[src/logic/pll_cfg_pkg.sv]
// Constants, field layouts and state types of the PLL, divider and output configuration bank.
// Assumes one system clock; the serial control port pins are asynchronous to it.
package pll_cfg_pkg;

   // =========================================================
   // Register addresses (15-bit serial port address space)
   localparam logic [14:0] ADDR_REF_CLOCK_OUTPUT_CTRL = 15'h003C;
   localparam logic [14:0] ADDR_PLL_FEEDBACK_DIV_PV = 15'h003D;
   localparam logic [14:0] ADDR_PLL_FEEDBACK_DIV_N = 15'h003E;
   localparam logic [14:0] ADDR_PLL_OSCILLATOR_BIAS = 15'h003F;
   localparam logic [14:0] ADDR_LANE_PRE_EMPHASIS_CTRL = 15'h0048;
   localparam logic [14:0] ADDR_TRIGGER_OUTPUT_CTRL = 15'h0057;

   // =========================================================
   // Reset values
   localparam logic [7:0] RST_REF_CLOCK_OUTPUT_CTRL = 8'h01;
   localparam logic [7:0] RST_PLL_FEEDBACK_DIV_PV = 8'h00;
   localparam logic [7:0] RST_PLL_FEEDBACK_DIV_N = 8'h20;
   localparam logic [7:0] RST_PLL_OSCILLATOR_BIAS = 8'h4F;
   localparam logic [7:0] RST_LANE_PRE_EMPHASIS_CTRL = 8'h00;
   localparam logic [7:0] RST_TRIGGER_OUTPUT_CTRL = 8'h00;
   localparam logic [7:0] RD_UNMAPPED = 8'h00;

   // =========================================================
   // Field positions
   localparam int REF_OUT_EN_BIT = 0;
   localparam int V_DIV_LSB = 0;
   localparam int P_DIV_LSB = 2;
   localparam int N_DIV_LSB = 0;
   localparam int BIAS_LSB = 0;
   localparam int PE_LSB = 0;
   localparam int V_DIV_W = 2;
   localparam int P_DIV_W = 2;
   localparam int DIV_W = 6;
   localparam int BIAS_W = 7;
   localparam int PE_W = 4;

   // =========================================================
   // Divider codes and ratios
   localparam logic [1:0] DIV_CODE0 = 2'h0;
   localparam logic [1:0] DIV_CODE1 = 2'h1;
   localparam logic [1:0] DIV_CODE2 = 2'h2;
   localparam logic [5:0] V_RATIO0 = 6'h05;
   localparam logic [5:0] V_RATIO1 = 6'h04;
   localparam logic [5:0] V_RATIO2 = 6'h03;
   localparam logic [5:0] P_RATIO0 = 6'h01;
   localparam logic [5:0] P_RATIO1 = 6'h02;
   localparam logic [5:0] P_RATIO2 = 6'h04;
   localparam logic [5:0] RATIO_HOLD = 6'h00;

   // =========================================================
   // Serial frame: read flag, 15 address bits, 8 data bits
   localparam logic [3:0] CMD_LAST = 4'hF;
   localparam logic [3:0] DATA_LAST = 4'h7;
   localparam int CMD_RD_BIT = 15;

   typedef enum {SPI_CMD, SPI_WR, SPI_RD, SPI_DONE} spi_state_t;

   typedef struct packed {
      logic sclk_m;
      logic sclk_s;
      logic sclk_p;
      logic csn_m;
      logic csn_s;
      logic sdi_m;
      logic sdi_s;
      spi_state_t st;
      logic [3:0] cnt;
      logic [15:0] cmd;
      logic [7:0] wdat;
      logic [7:0] rdat;
      logic sdo;
      logic sdo_en;
      logic [7:0] ref_out;
      logic [7:0] div_pv;
      logic [7:0] div_n;
      logic [7:0] bias;
      logic [7:0] pre_emph;
      logic [7:0] trig;
   } cfg_state_t;

   typedef struct packed {
      logic [5:0] cnt;
      logic tick;
   } div_state_t;

endpackage

[src/logic/pll_divider_output_config_regs.sv]
// PLL divider, oscillator bias, lane pre-emphasis and output control bank behind a serial control port.
// Assumes mode-0 serial port pins asynchronous to clk_sys_i, sclk well below a quarter of clk_sys_i,
// and an oscillator tick strobe on clk_sys_i standing in for the analog oscillator.
`timescale 1ns/1ps
module pll_divider_output_config_regs #(
   parameter int LANES = 8
) (
   input wire logic clk_sys_i,
   input wire logic resetn_i,
   input wire logic spi_sclk_i,
   input wire logic spi_csn_i,
   input wire logic spi_sdi_i,
   output logic spi_sdo_o,
   output logic spi_sdo_oe_n_o,
   input wire logic sampling_pll_reset_i,
   input wire logic osc_tick_i,
   output logic ref_clock_output_enable_o,
   output logic [1:0] first_div_code_o,
   output logic [1:0] second_div_code_o,
   output logic [5:0] third_div_value_o,
   output logic [6:0] oscillator_bias_level_o,
   output logic [LANES*4-1:0] lane_pre_emphasis_level_o,
   output logic [7:0] trigger_output_ctrl_o,
   output logic sampling_clk_tick_o,
   output logic feedback_clk_tick_o
);

   // =========================================================
   // Elaboration checks
   if (LANES < 1 || LANES > 8) begin : g_lanes_check
      $error("LANES must be 1 to 8");
   end

   // =========================================================
   // Functions
   function automatic logic [5:0] first_ratio(input logic [1:0] code);
      case (code)
         pll_cfg_pkg::DIV_CODE0: first_ratio = pll_cfg_pkg::V_RATIO0;
         pll_cfg_pkg::DIV_CODE1: first_ratio = pll_cfg_pkg::V_RATIO1;
         pll_cfg_pkg::DIV_CODE2: first_ratio = pll_cfg_pkg::V_RATIO2;
         default: first_ratio = pll_cfg_pkg::RATIO_HOLD;
      endcase
   endfunction

   function automatic logic [5:0] second_ratio(input logic [1:0] code);
      case (code)
         pll_cfg_pkg::DIV_CODE0: second_ratio = pll_cfg_pkg::P_RATIO0;
         pll_cfg_pkg::DIV_CODE1: second_ratio = pll_cfg_pkg::P_RATIO1;
         pll_cfg_pkg::DIV_CODE2: second_ratio = pll_cfg_pkg::P_RATIO2;
         default: second_ratio = pll_cfg_pkg::RATIO_HOLD;
      endcase
   endfunction

   function automatic logic [7:0] read_reg(input logic [14:0] addr, input pll_cfg_pkg::cfg_state_t s);
      case (addr)
         pll_cfg_pkg::ADDR_REF_CLOCK_OUTPUT_CTRL: read_reg = s.ref_out;
         pll_cfg_pkg::ADDR_PLL_FEEDBACK_DIV_PV: read_reg = s.div_pv;
         pll_cfg_pkg::ADDR_PLL_FEEDBACK_DIV_N: read_reg = s.div_n;
         pll_cfg_pkg::ADDR_PLL_OSCILLATOR_BIAS: read_reg = s.bias;
         pll_cfg_pkg::ADDR_LANE_PRE_EMPHASIS_CTRL: read_reg = s.pre_emph;
         pll_cfg_pkg::ADDR_TRIGGER_OUTPUT_CTRL: read_reg = s.trig;
         default: read_reg = pll_cfg_pkg::RD_UNMAPPED;
      endcase
   endfunction

   // =========================================================
   // State
   pll_cfg_pkg::cfg_state_t q, d;
   logic rise;
   logic fall;
   logic [7:0] wbyte;
   logic [14:0] rd_addr;

   assign rise = q.sclk_s & ~q.sclk_p;
   assign fall = ~q.sclk_s & q.sclk_p;
   assign wbyte = {q.wdat[6:0], q.sdi_s};
   assign rd_addr = {q.cmd[13:0], q.sdi_s};

   // =========================================================
   // Serial port and register file
   always_comb begin
      d = q;
      // Two flops on every serial port pin before any logic looks at it
      d.sclk_m = spi_sclk_i;
      d.sclk_s = q.sclk_m;
      d.sclk_p = q.sclk_s;
      d.csn_m = spi_csn_i;
      d.csn_s = q.csn_m;
      d.sdi_m = spi_sdi_i;
      d.sdi_s = q.sdi_m;
      if (q.csn_s) begin
         // Deselect aborts a frame; a partial write is dropped
         d.st = pll_cfg_pkg::SPI_CMD;
         d.cnt = 4'h0;
         d.sdo_en = 1'b0;
         d.sdo = 1'b0;
      end else begin
         case (q.st)
            pll_cfg_pkg::SPI_CMD: begin
               if (rise) begin
                  d.cmd = {q.cmd[14:0], q.sdi_s};
                  d.cnt = q.cnt + 4'h1;
                  if (q.cnt == pll_cfg_pkg::CMD_LAST) begin
                     d.cnt = 4'h0;
                     if (q.cmd[pll_cfg_pkg::CMD_RD_BIT - 1]) begin
                        d.rdat = read_reg(rd_addr, q);
                        d.st = pll_cfg_pkg::SPI_RD;
                     end else begin
                        d.st = pll_cfg_pkg::SPI_WR;
                     end
                  end
               end
            end
            pll_cfg_pkg::SPI_WR: begin
               if (rise) begin
                  d.wdat = wbyte;
                  d.cnt = q.cnt + 4'h1;
                  if (q.cnt == pll_cfg_pkg::DATA_LAST) begin
                     d.st = pll_cfg_pkg::SPI_DONE;
                     // Whole byte stored, reserved bits included; software keeps them at reset value
                     case (q.cmd[14:0])
                        pll_cfg_pkg::ADDR_REF_CLOCK_OUTPUT_CTRL: d.ref_out = wbyte;
                        pll_cfg_pkg::ADDR_PLL_FEEDBACK_DIV_PV: d.div_pv = wbyte;
                        pll_cfg_pkg::ADDR_PLL_FEEDBACK_DIV_N: d.div_n = wbyte;
                        pll_cfg_pkg::ADDR_PLL_OSCILLATOR_BIAS: d.bias = wbyte;
                        pll_cfg_pkg::ADDR_LANE_PRE_EMPHASIS_CTRL: d.pre_emph = wbyte;
                        pll_cfg_pkg::ADDR_TRIGGER_OUTPUT_CTRL: d.trig = wbyte;
                        default: d.wdat = wbyte;
                     endcase
                  end
               end
            end
            pll_cfg_pkg::SPI_RD: begin
               if (fall) begin
                  d.sdo = q.rdat[7];
                  d.rdat = {q.rdat[6:0], 1'b0};
                  d.sdo_en = 1'b1;
               end
               if (rise) begin
                  d.cnt = q.cnt + 4'h1;
                  if (q.cnt == pll_cfg_pkg::DATA_LAST) begin
                     d.st = pll_cfg_pkg::SPI_DONE;
                  end
               end
            end
            pll_cfg_pkg::SPI_DONE: begin
               // Extra clocks are ignored; the line is released after the last bit
               if (fall) begin
                  d.sdo_en = 1'b0;
                  d.sdo = 1'b0;
               end
            end
            default: begin
               d.st = pll_cfg_pkg::SPI_CMD;
            end
         endcase
      end
   end

   always_ff @(posedge clk_sys_i) begin
      if (!resetn_i) begin
         q <= '0;
         q.st <= pll_cfg_pkg::SPI_CMD;
         q.csn_m <= 1'b1;
         q.csn_s <= 1'b1;
         q.ref_out <= pll_cfg_pkg::RST_REF_CLOCK_OUTPUT_CTRL;
         q.div_pv <= pll_cfg_pkg::RST_PLL_FEEDBACK_DIV_PV;
         q.div_n <= pll_cfg_pkg::RST_PLL_FEEDBACK_DIV_N;
         q.bias <= pll_cfg_pkg::RST_PLL_OSCILLATOR_BIAS;
         q.pre_emph <= pll_cfg_pkg::RST_LANE_PRE_EMPHASIS_CTRL;
         q.trig <= pll_cfg_pkg::RST_TRIGGER_OUTPUT_CTRL;
      end else begin
         q <= d;
      end
   end

   // =========================================================
   // Configuration outputs
   assign spi_sdo_o = q.sdo;
   assign spi_sdo_oe_n_o = ~q.sdo_en;
   assign ref_clock_output_enable_o = q.ref_out[pll_cfg_pkg::REF_OUT_EN_BIT];
   assign first_div_code_o = q.div_pv[pll_cfg_pkg::V_DIV_LSB +: pll_cfg_pkg::V_DIV_W];
   assign second_div_code_o = q.div_pv[pll_cfg_pkg::P_DIV_LSB +: pll_cfg_pkg::P_DIV_W];
   assign third_div_value_o = q.div_n[pll_cfg_pkg::N_DIV_LSB +: pll_cfg_pkg::DIV_W];
   assign oscillator_bias_level_o = q.bias[pll_cfg_pkg::BIAS_LSB +: pll_cfg_pkg::BIAS_W];
   assign trigger_output_ctrl_o = q.trig;

   // Single shared level; per-lane setting is not possible
   always_comb begin
      for (int i = 0; i < LANES; i++) begin
         lane_pre_emphasis_level_o[i*4 +: 4] = q.pre_emph[pll_cfg_pkg::PE_LSB +: pll_cfg_pkg::PE_W];
      end
   end

   // =========================================================
   // Feedback divider chain
   // Dividers are parked while the PLL reset is held, so ratio changes start clean
   logic first_tick;

   tick_divider u_first_div (
      .clk_sys_i(clk_sys_i),
      .resetn_i(resetn_i),
      .hold_i(sampling_pll_reset_i),
      .ratio_i(first_ratio(first_div_code_o)),
      .tick_i(osc_tick_i),
      .tick_o(first_tick)
   );

   tick_divider u_second_div (
      .clk_sys_i(clk_sys_i),
      .resetn_i(resetn_i),
      .hold_i(sampling_pll_reset_i),
      .ratio_i(second_ratio(second_div_code_o)),
      .tick_i(first_tick),
      .tick_o(sampling_clk_tick_o)
   );

   tick_divider u_third_div (
      .clk_sys_i(clk_sys_i),
      .resetn_i(resetn_i),
      .hold_i(sampling_pll_reset_i),
      .ratio_i(third_div_value_o),
      .tick_i(sampling_clk_tick_o),
      .tick_o(feedback_clk_tick_o)
   );

endmodule

[src/logic/tick_divider.sv]
// Programmable tick divider: one output tick per ratio input ticks.
// Assumes tick_i and hold_i come from logic on clk_sys_i.
`timescale 1ns/1ps
module tick_divider (
   input wire logic clk_sys_i,
   input wire logic resetn_i,
   input wire logic hold_i,
   input wire logic [5:0] ratio_i,
   input wire logic tick_i,
   output logic tick_o
);

   // =========================================================
   // State
   pll_cfg_pkg::div_state_t q, d;

   always_comb begin
      d = q;
      d.tick = 1'b0;
      // Ratio of zero parks the divider; reserved codes map here
      if (hold_i || ratio_i == pll_cfg_pkg::RATIO_HOLD) begin
         d.cnt = 6'h00;
      end else if (tick_i) begin
         if (q.cnt >= ratio_i - 6'h01) begin
            d.cnt = 6'h00;
            d.tick = 1'b1;
         end else begin
            d.cnt = q.cnt + 6'h01;
         end
      end
   end

   always_ff @(posedge clk_sys_i) begin
      if (!resetn_i) begin
         q <= '0;
      end else begin
         q <= d;
      end
   end

   assign tick_o = q.tick;

endmodule

[config.mk]
export PLATFORM = sky130hd
export DESIGN_NAME = pll_divider_output_config_regs
export DESIGN_NICKNAME = d
export VERILOG_FILES = /design/src/logic/pll_cfg_pkg.sv /design/src/logic/pll_divider_output_config_regs.sv /design/src/logic/tick_divider.sv
export SDC_FILE = /design/constraint.sdc
export NUM_CORES = 1
export LEC_CHECK = 0
export BUFFER_PORTS_ARGS = -buffer_cell sky130_fd_sc_hd__buf_2
export CORE_MARGIN = 4
export CORE_UTILIZATION = 47
export CTS_CLUSTER_SIZE = 10
export DETAILED_ROUTE_END_ITERATION = 12
export GPL_TIMING_DRIVEN = 1
export PLACE_DENSITY = 0.74
export SLEW_MARGIN = 10
export SYNTH_ARGS = -nofsm -noshare
export SYNTH_HDL_FRONTEND = slang
export SYNTH_SLANG_ARGS = --single-unit
[constraint.sdc]
create_clock -name clk_sys_i -period 2.7 [get_ports clk_sys_i]
set_input_delay 0.54 -clock clk_sys_i [delete_from_list [all_inputs] [get_ports clk_sys_i]]
set_output_delay 0.54 -clock clk_sys_i [all_outputs]
set_load 0.01 [all_outputs]
==> run summary <==
FF-to-FF path depth - 10
WL per Instance - 15.6 um
GRT Util Overall - 0.187
CP Class - reg2reg
Initial antenna violation count - 0
Synth Instances - 677
Total Routed Length - 13.5 mm
Initial Util - 0.486
ANT cells - 0
Setup TNS - 0 ns
Synth warn - 0
Crit path time final - 2.35 ns
Port bufs - 68
First-pass GRT wire length - 22.1 mm
Core area - 12800 um2
CTS clk-pin slew, worst paths - 0.05 ns
Worst hold path depth - 2
Maximum clock path buffer count - 2
Clock skew - 0.00602 ns
Num ports - 69
Crit Reg-Reg Endpoint - u_third_div.q[6]
Slew @ Worst Pin - 0.719 ns
Multi-input logic area - 3290 um2
Worst endpoint data arrival time - 2.70 ns
Die height - 123 um
Fraction of layout instances using a drive strength above 1 - 0.195
Fin util - 0.542
Asr flop ratio synth - 0
Tcrit/Tclk final - 0.872
Setup Fix Bufs, Post-CTS - 0
Std-Cell Rows - 41
Worst Hold Class - in2reg
Initial DRC Count - 384
EDFF count, synth - 0
Final slew viol count - 0
Fillers - 1086
Worst Hold Endpoint - d[120]
Syn_area_per_cell - 9.17 um2
Reg2reg setup slack - 0.35 ns
RSZ-0062 raised after global routing - no
LEAKAGE - 0.00270 uW
Synth Net Count - 718
Clock latency on the worst-skew pair - 0.42 ns
CTS tree - built
Die area - 15100 um2
Crit Path Max Fanout - 6
Max Freq - 425 MHz
Total gr overflow - 0
Slew margin rel. - 0.520
Seq cells post-synth - 114
CTS H-Tree Depth - 4
Hold Violations, Final - 0
Vias - 4754
Worst path required time - 3.04 ns
Final hold slack - 0.302 ns
# DRC - 0
Final setup violating endpoints - 0
Final HPWL DP - 9.62 mm
Sequential Area - 2280 um2
Die boundary width - 123 um
Tot Pwr - 4100 uW
Worst setup SP type - register
CTS Hold Bufs - 0
Final WS setup - 0.346 ns
Power per cell area - 592 nW/um2
Netlist cell types - 60
Via-to-Cell Ratio - 5.46
Synthesized area - 6210 um2
Register area share after synthesis - 0.368
# clock sinks - 114
Worst IR Drop VDD - 0.493 mV
DRT Pass-1 Iters - 5
R2R Path Start - third_div_value_o[0]
Primary FF master, synth - dfxtp_1
PostCTS Resize Cnt - 0
CTS Root Cell - clkbuf_16
Final RePlAce weighted congestion - 0.848
Residual antenna-violating net count after detailed routing - 0
Vias in the first global route - 4496
Layout area overhead - 11.7%
Critical path endpoint category - register
Largest net degree at the start of global routing - 51
Pre-CTS setup slack - 0.345 ns
CTS Buf Count - 17
Status - completed
HP Start - spi_csn_i
Max Cap Viol - 0
Nets - 727
-- report_power, final --
group | switching [uW] | internal [uW]
sequential | 7.80 | 1690
combinational | 36.4 | 30.1
clock | 769 | 1570
-- cell usage after synthesis, types with 9 or more instances --
| cell | number | share of area |
|---|---|---|
| dfxtp_1 | 114 | 0.37 |
| nand2_1 | 72 | 0.044 |
| buf_4 | 58 | 0.070 |
| mux2i_1 | 52 | 0.084 |
| nor2b_1 | 42 | 0.042 |
| ha_1 | 34 | 0.069 |
| nor2_1 | 34 | 0.021 |
| clkbuf_1 | 31 | 0.019 |
| inv_1 | 21 | 0.013 |
| a21boi_1 | 16 | 0.019 |
| nand3_1 | 16 | 0.013 |
| a21oi_1 | 15 | 0.012 |
| a21o_1 | 13 | 0.016 |
| nand4_1 | 13 | 0.013 |
| nand2b_1 | 12 | 0.012 |
| xnor2_1 | 11 | 0.016 |
| xor2_1 | 11 | 0.016 |
| a22o_1 | 9 | 0.013 |
-- critical path, cell delays in order (launching register included) --
cell and delay, ns:
dfxtp_1 0.41, inv_1 0.12, ha_1 0.24, nand2_1 0.08
xor2_1 0.15, ha_1 0.25, a21o_1 0.18, a21o_1 0.19
a211oi_1 0.27, o21ai_1 0.23, nor2_1 0.16
-- layout by cell type (no fill, tap or decap), types with 4 or more instances in the layout --
| cell type | Yosys | final |
|---|---|---|
| xnor2_1 | 11 | 11 |
| and2_1 | 7 | 7 |
| a21boi_1 | 16 | 16 |
| inv_1 | 21 | 21 |
| a22o_1 | 9 | 9 |
| nor2b_1 | 42 | 42 |
| nor4_4 | 4 | 4 |
| clkbuf_8 | 0 | 5 |
| a31oi_1 | 4 | 4 |
| o21ai_1 | 4 | 4 |
| nor2_1 | 34 | 34 |
| a221oi_1 | 4 | 4 |
| ha_1 | 34 | 34 |
| a21boi_0 | 7 | 7 |
| nand4_1 | 13 | 13 |
| clkinv_2 | 0 | 4 |
| a211oi_1 | 4 | 4 |
| a21oi_1 | 15 | 15 |
| buf_2 | 1 | 68 |
| nand2b_1 | 12 | 12 |
| o21ai_0 | 5 | 5 |
| mux2_2 | 7 | 7 |
| nor3_1 | 5 | 5 |
| buf_4 | 58 | 13 |
| dfxtp_1 | 114 | 114 |
| xor2_1 | 11 | 11 |
| nand2_1 | 72 | 72 |
| clkbuf_16 | 0 | 17 |
| a21o_1 | 13 | 13 |
| nand3_1 | 16 | 16 |
| mux2i_1 | 52 | 52 |
-- layer usage --
metal	global-route usage	vias up	routed length, um
met5	0	-	0
met4	0.0854	0	316
met3	0.0517	32	726
met2	0.308	142	6370
met1	0.227	2277	6140
li1	-	2303	-
-- through the flow --
step	std cells	instance area [um2]
floorplan	677	6210
global placement	839	6300
detailed placement	839	6300
CTS	871	6930
global route	871	6930
finish	871	6930
-- registers in the layout (all words and copies together), names as in the netlist, 2 cells and up --
register	flops
u_third_div.q	6
oscillator_bias_level_o	7
first_div_code_o	2
u_second_div.q	6
u_first_div.q	6
lane_pre_emphasis_level_o	4
trigger_output_ctrl_o	8
second_div_code_o	2
d	4
q	58
third_div_value_o	6
-- worst max-delay path by stage --
stage                               from                            to  slack, ns
floorplan                          q[87]  lane_pre_emphasis_level_o[0]       0.55
global placement                   q[66]      trigger_output_ctrl_o[7]       0.46
detailed placement  third_div_value_o[1]              u_third_div.q[6]       0.35
CTS                 third_div_value_o[1]              u_third_div.q[6]       0.34
global route        third_div_value_o[0]              u_third_div.q[6]       0.16
finish              third_div_value_o[0]              u_third_div.q[6]       0.35
-- cells by family (layout without fill, tap and decap cells) --
family          Yosys count  after routing  share of synthesized area
simple gates            244            244                      0.226
flops                   114            114                      0.368
buf+inv                 112            134                      0.103
compound gates           91             91                      0.103
mux                      60             60                      0.100
fa+ha+maj                34             34                     0.0685
xor+xnor                 22             22                     0.0310
-- final cells by class --
| type | instances | share of cell area |
|---|---|---|
| multi-input cells | 451 | 0.475 |
| well taps | 172 | 0.0311 |
| repair buffers | 81 | 0.0632 |
| flip-flops and latches | 114 | 0.329 |
| inverters | 21 | 0.0114 |
| clock buffers | 23 | 0.0719 |
| clock inverters | 9 | 0.0182 |
No activity file was read; power rests on OpenSTA's default activity.
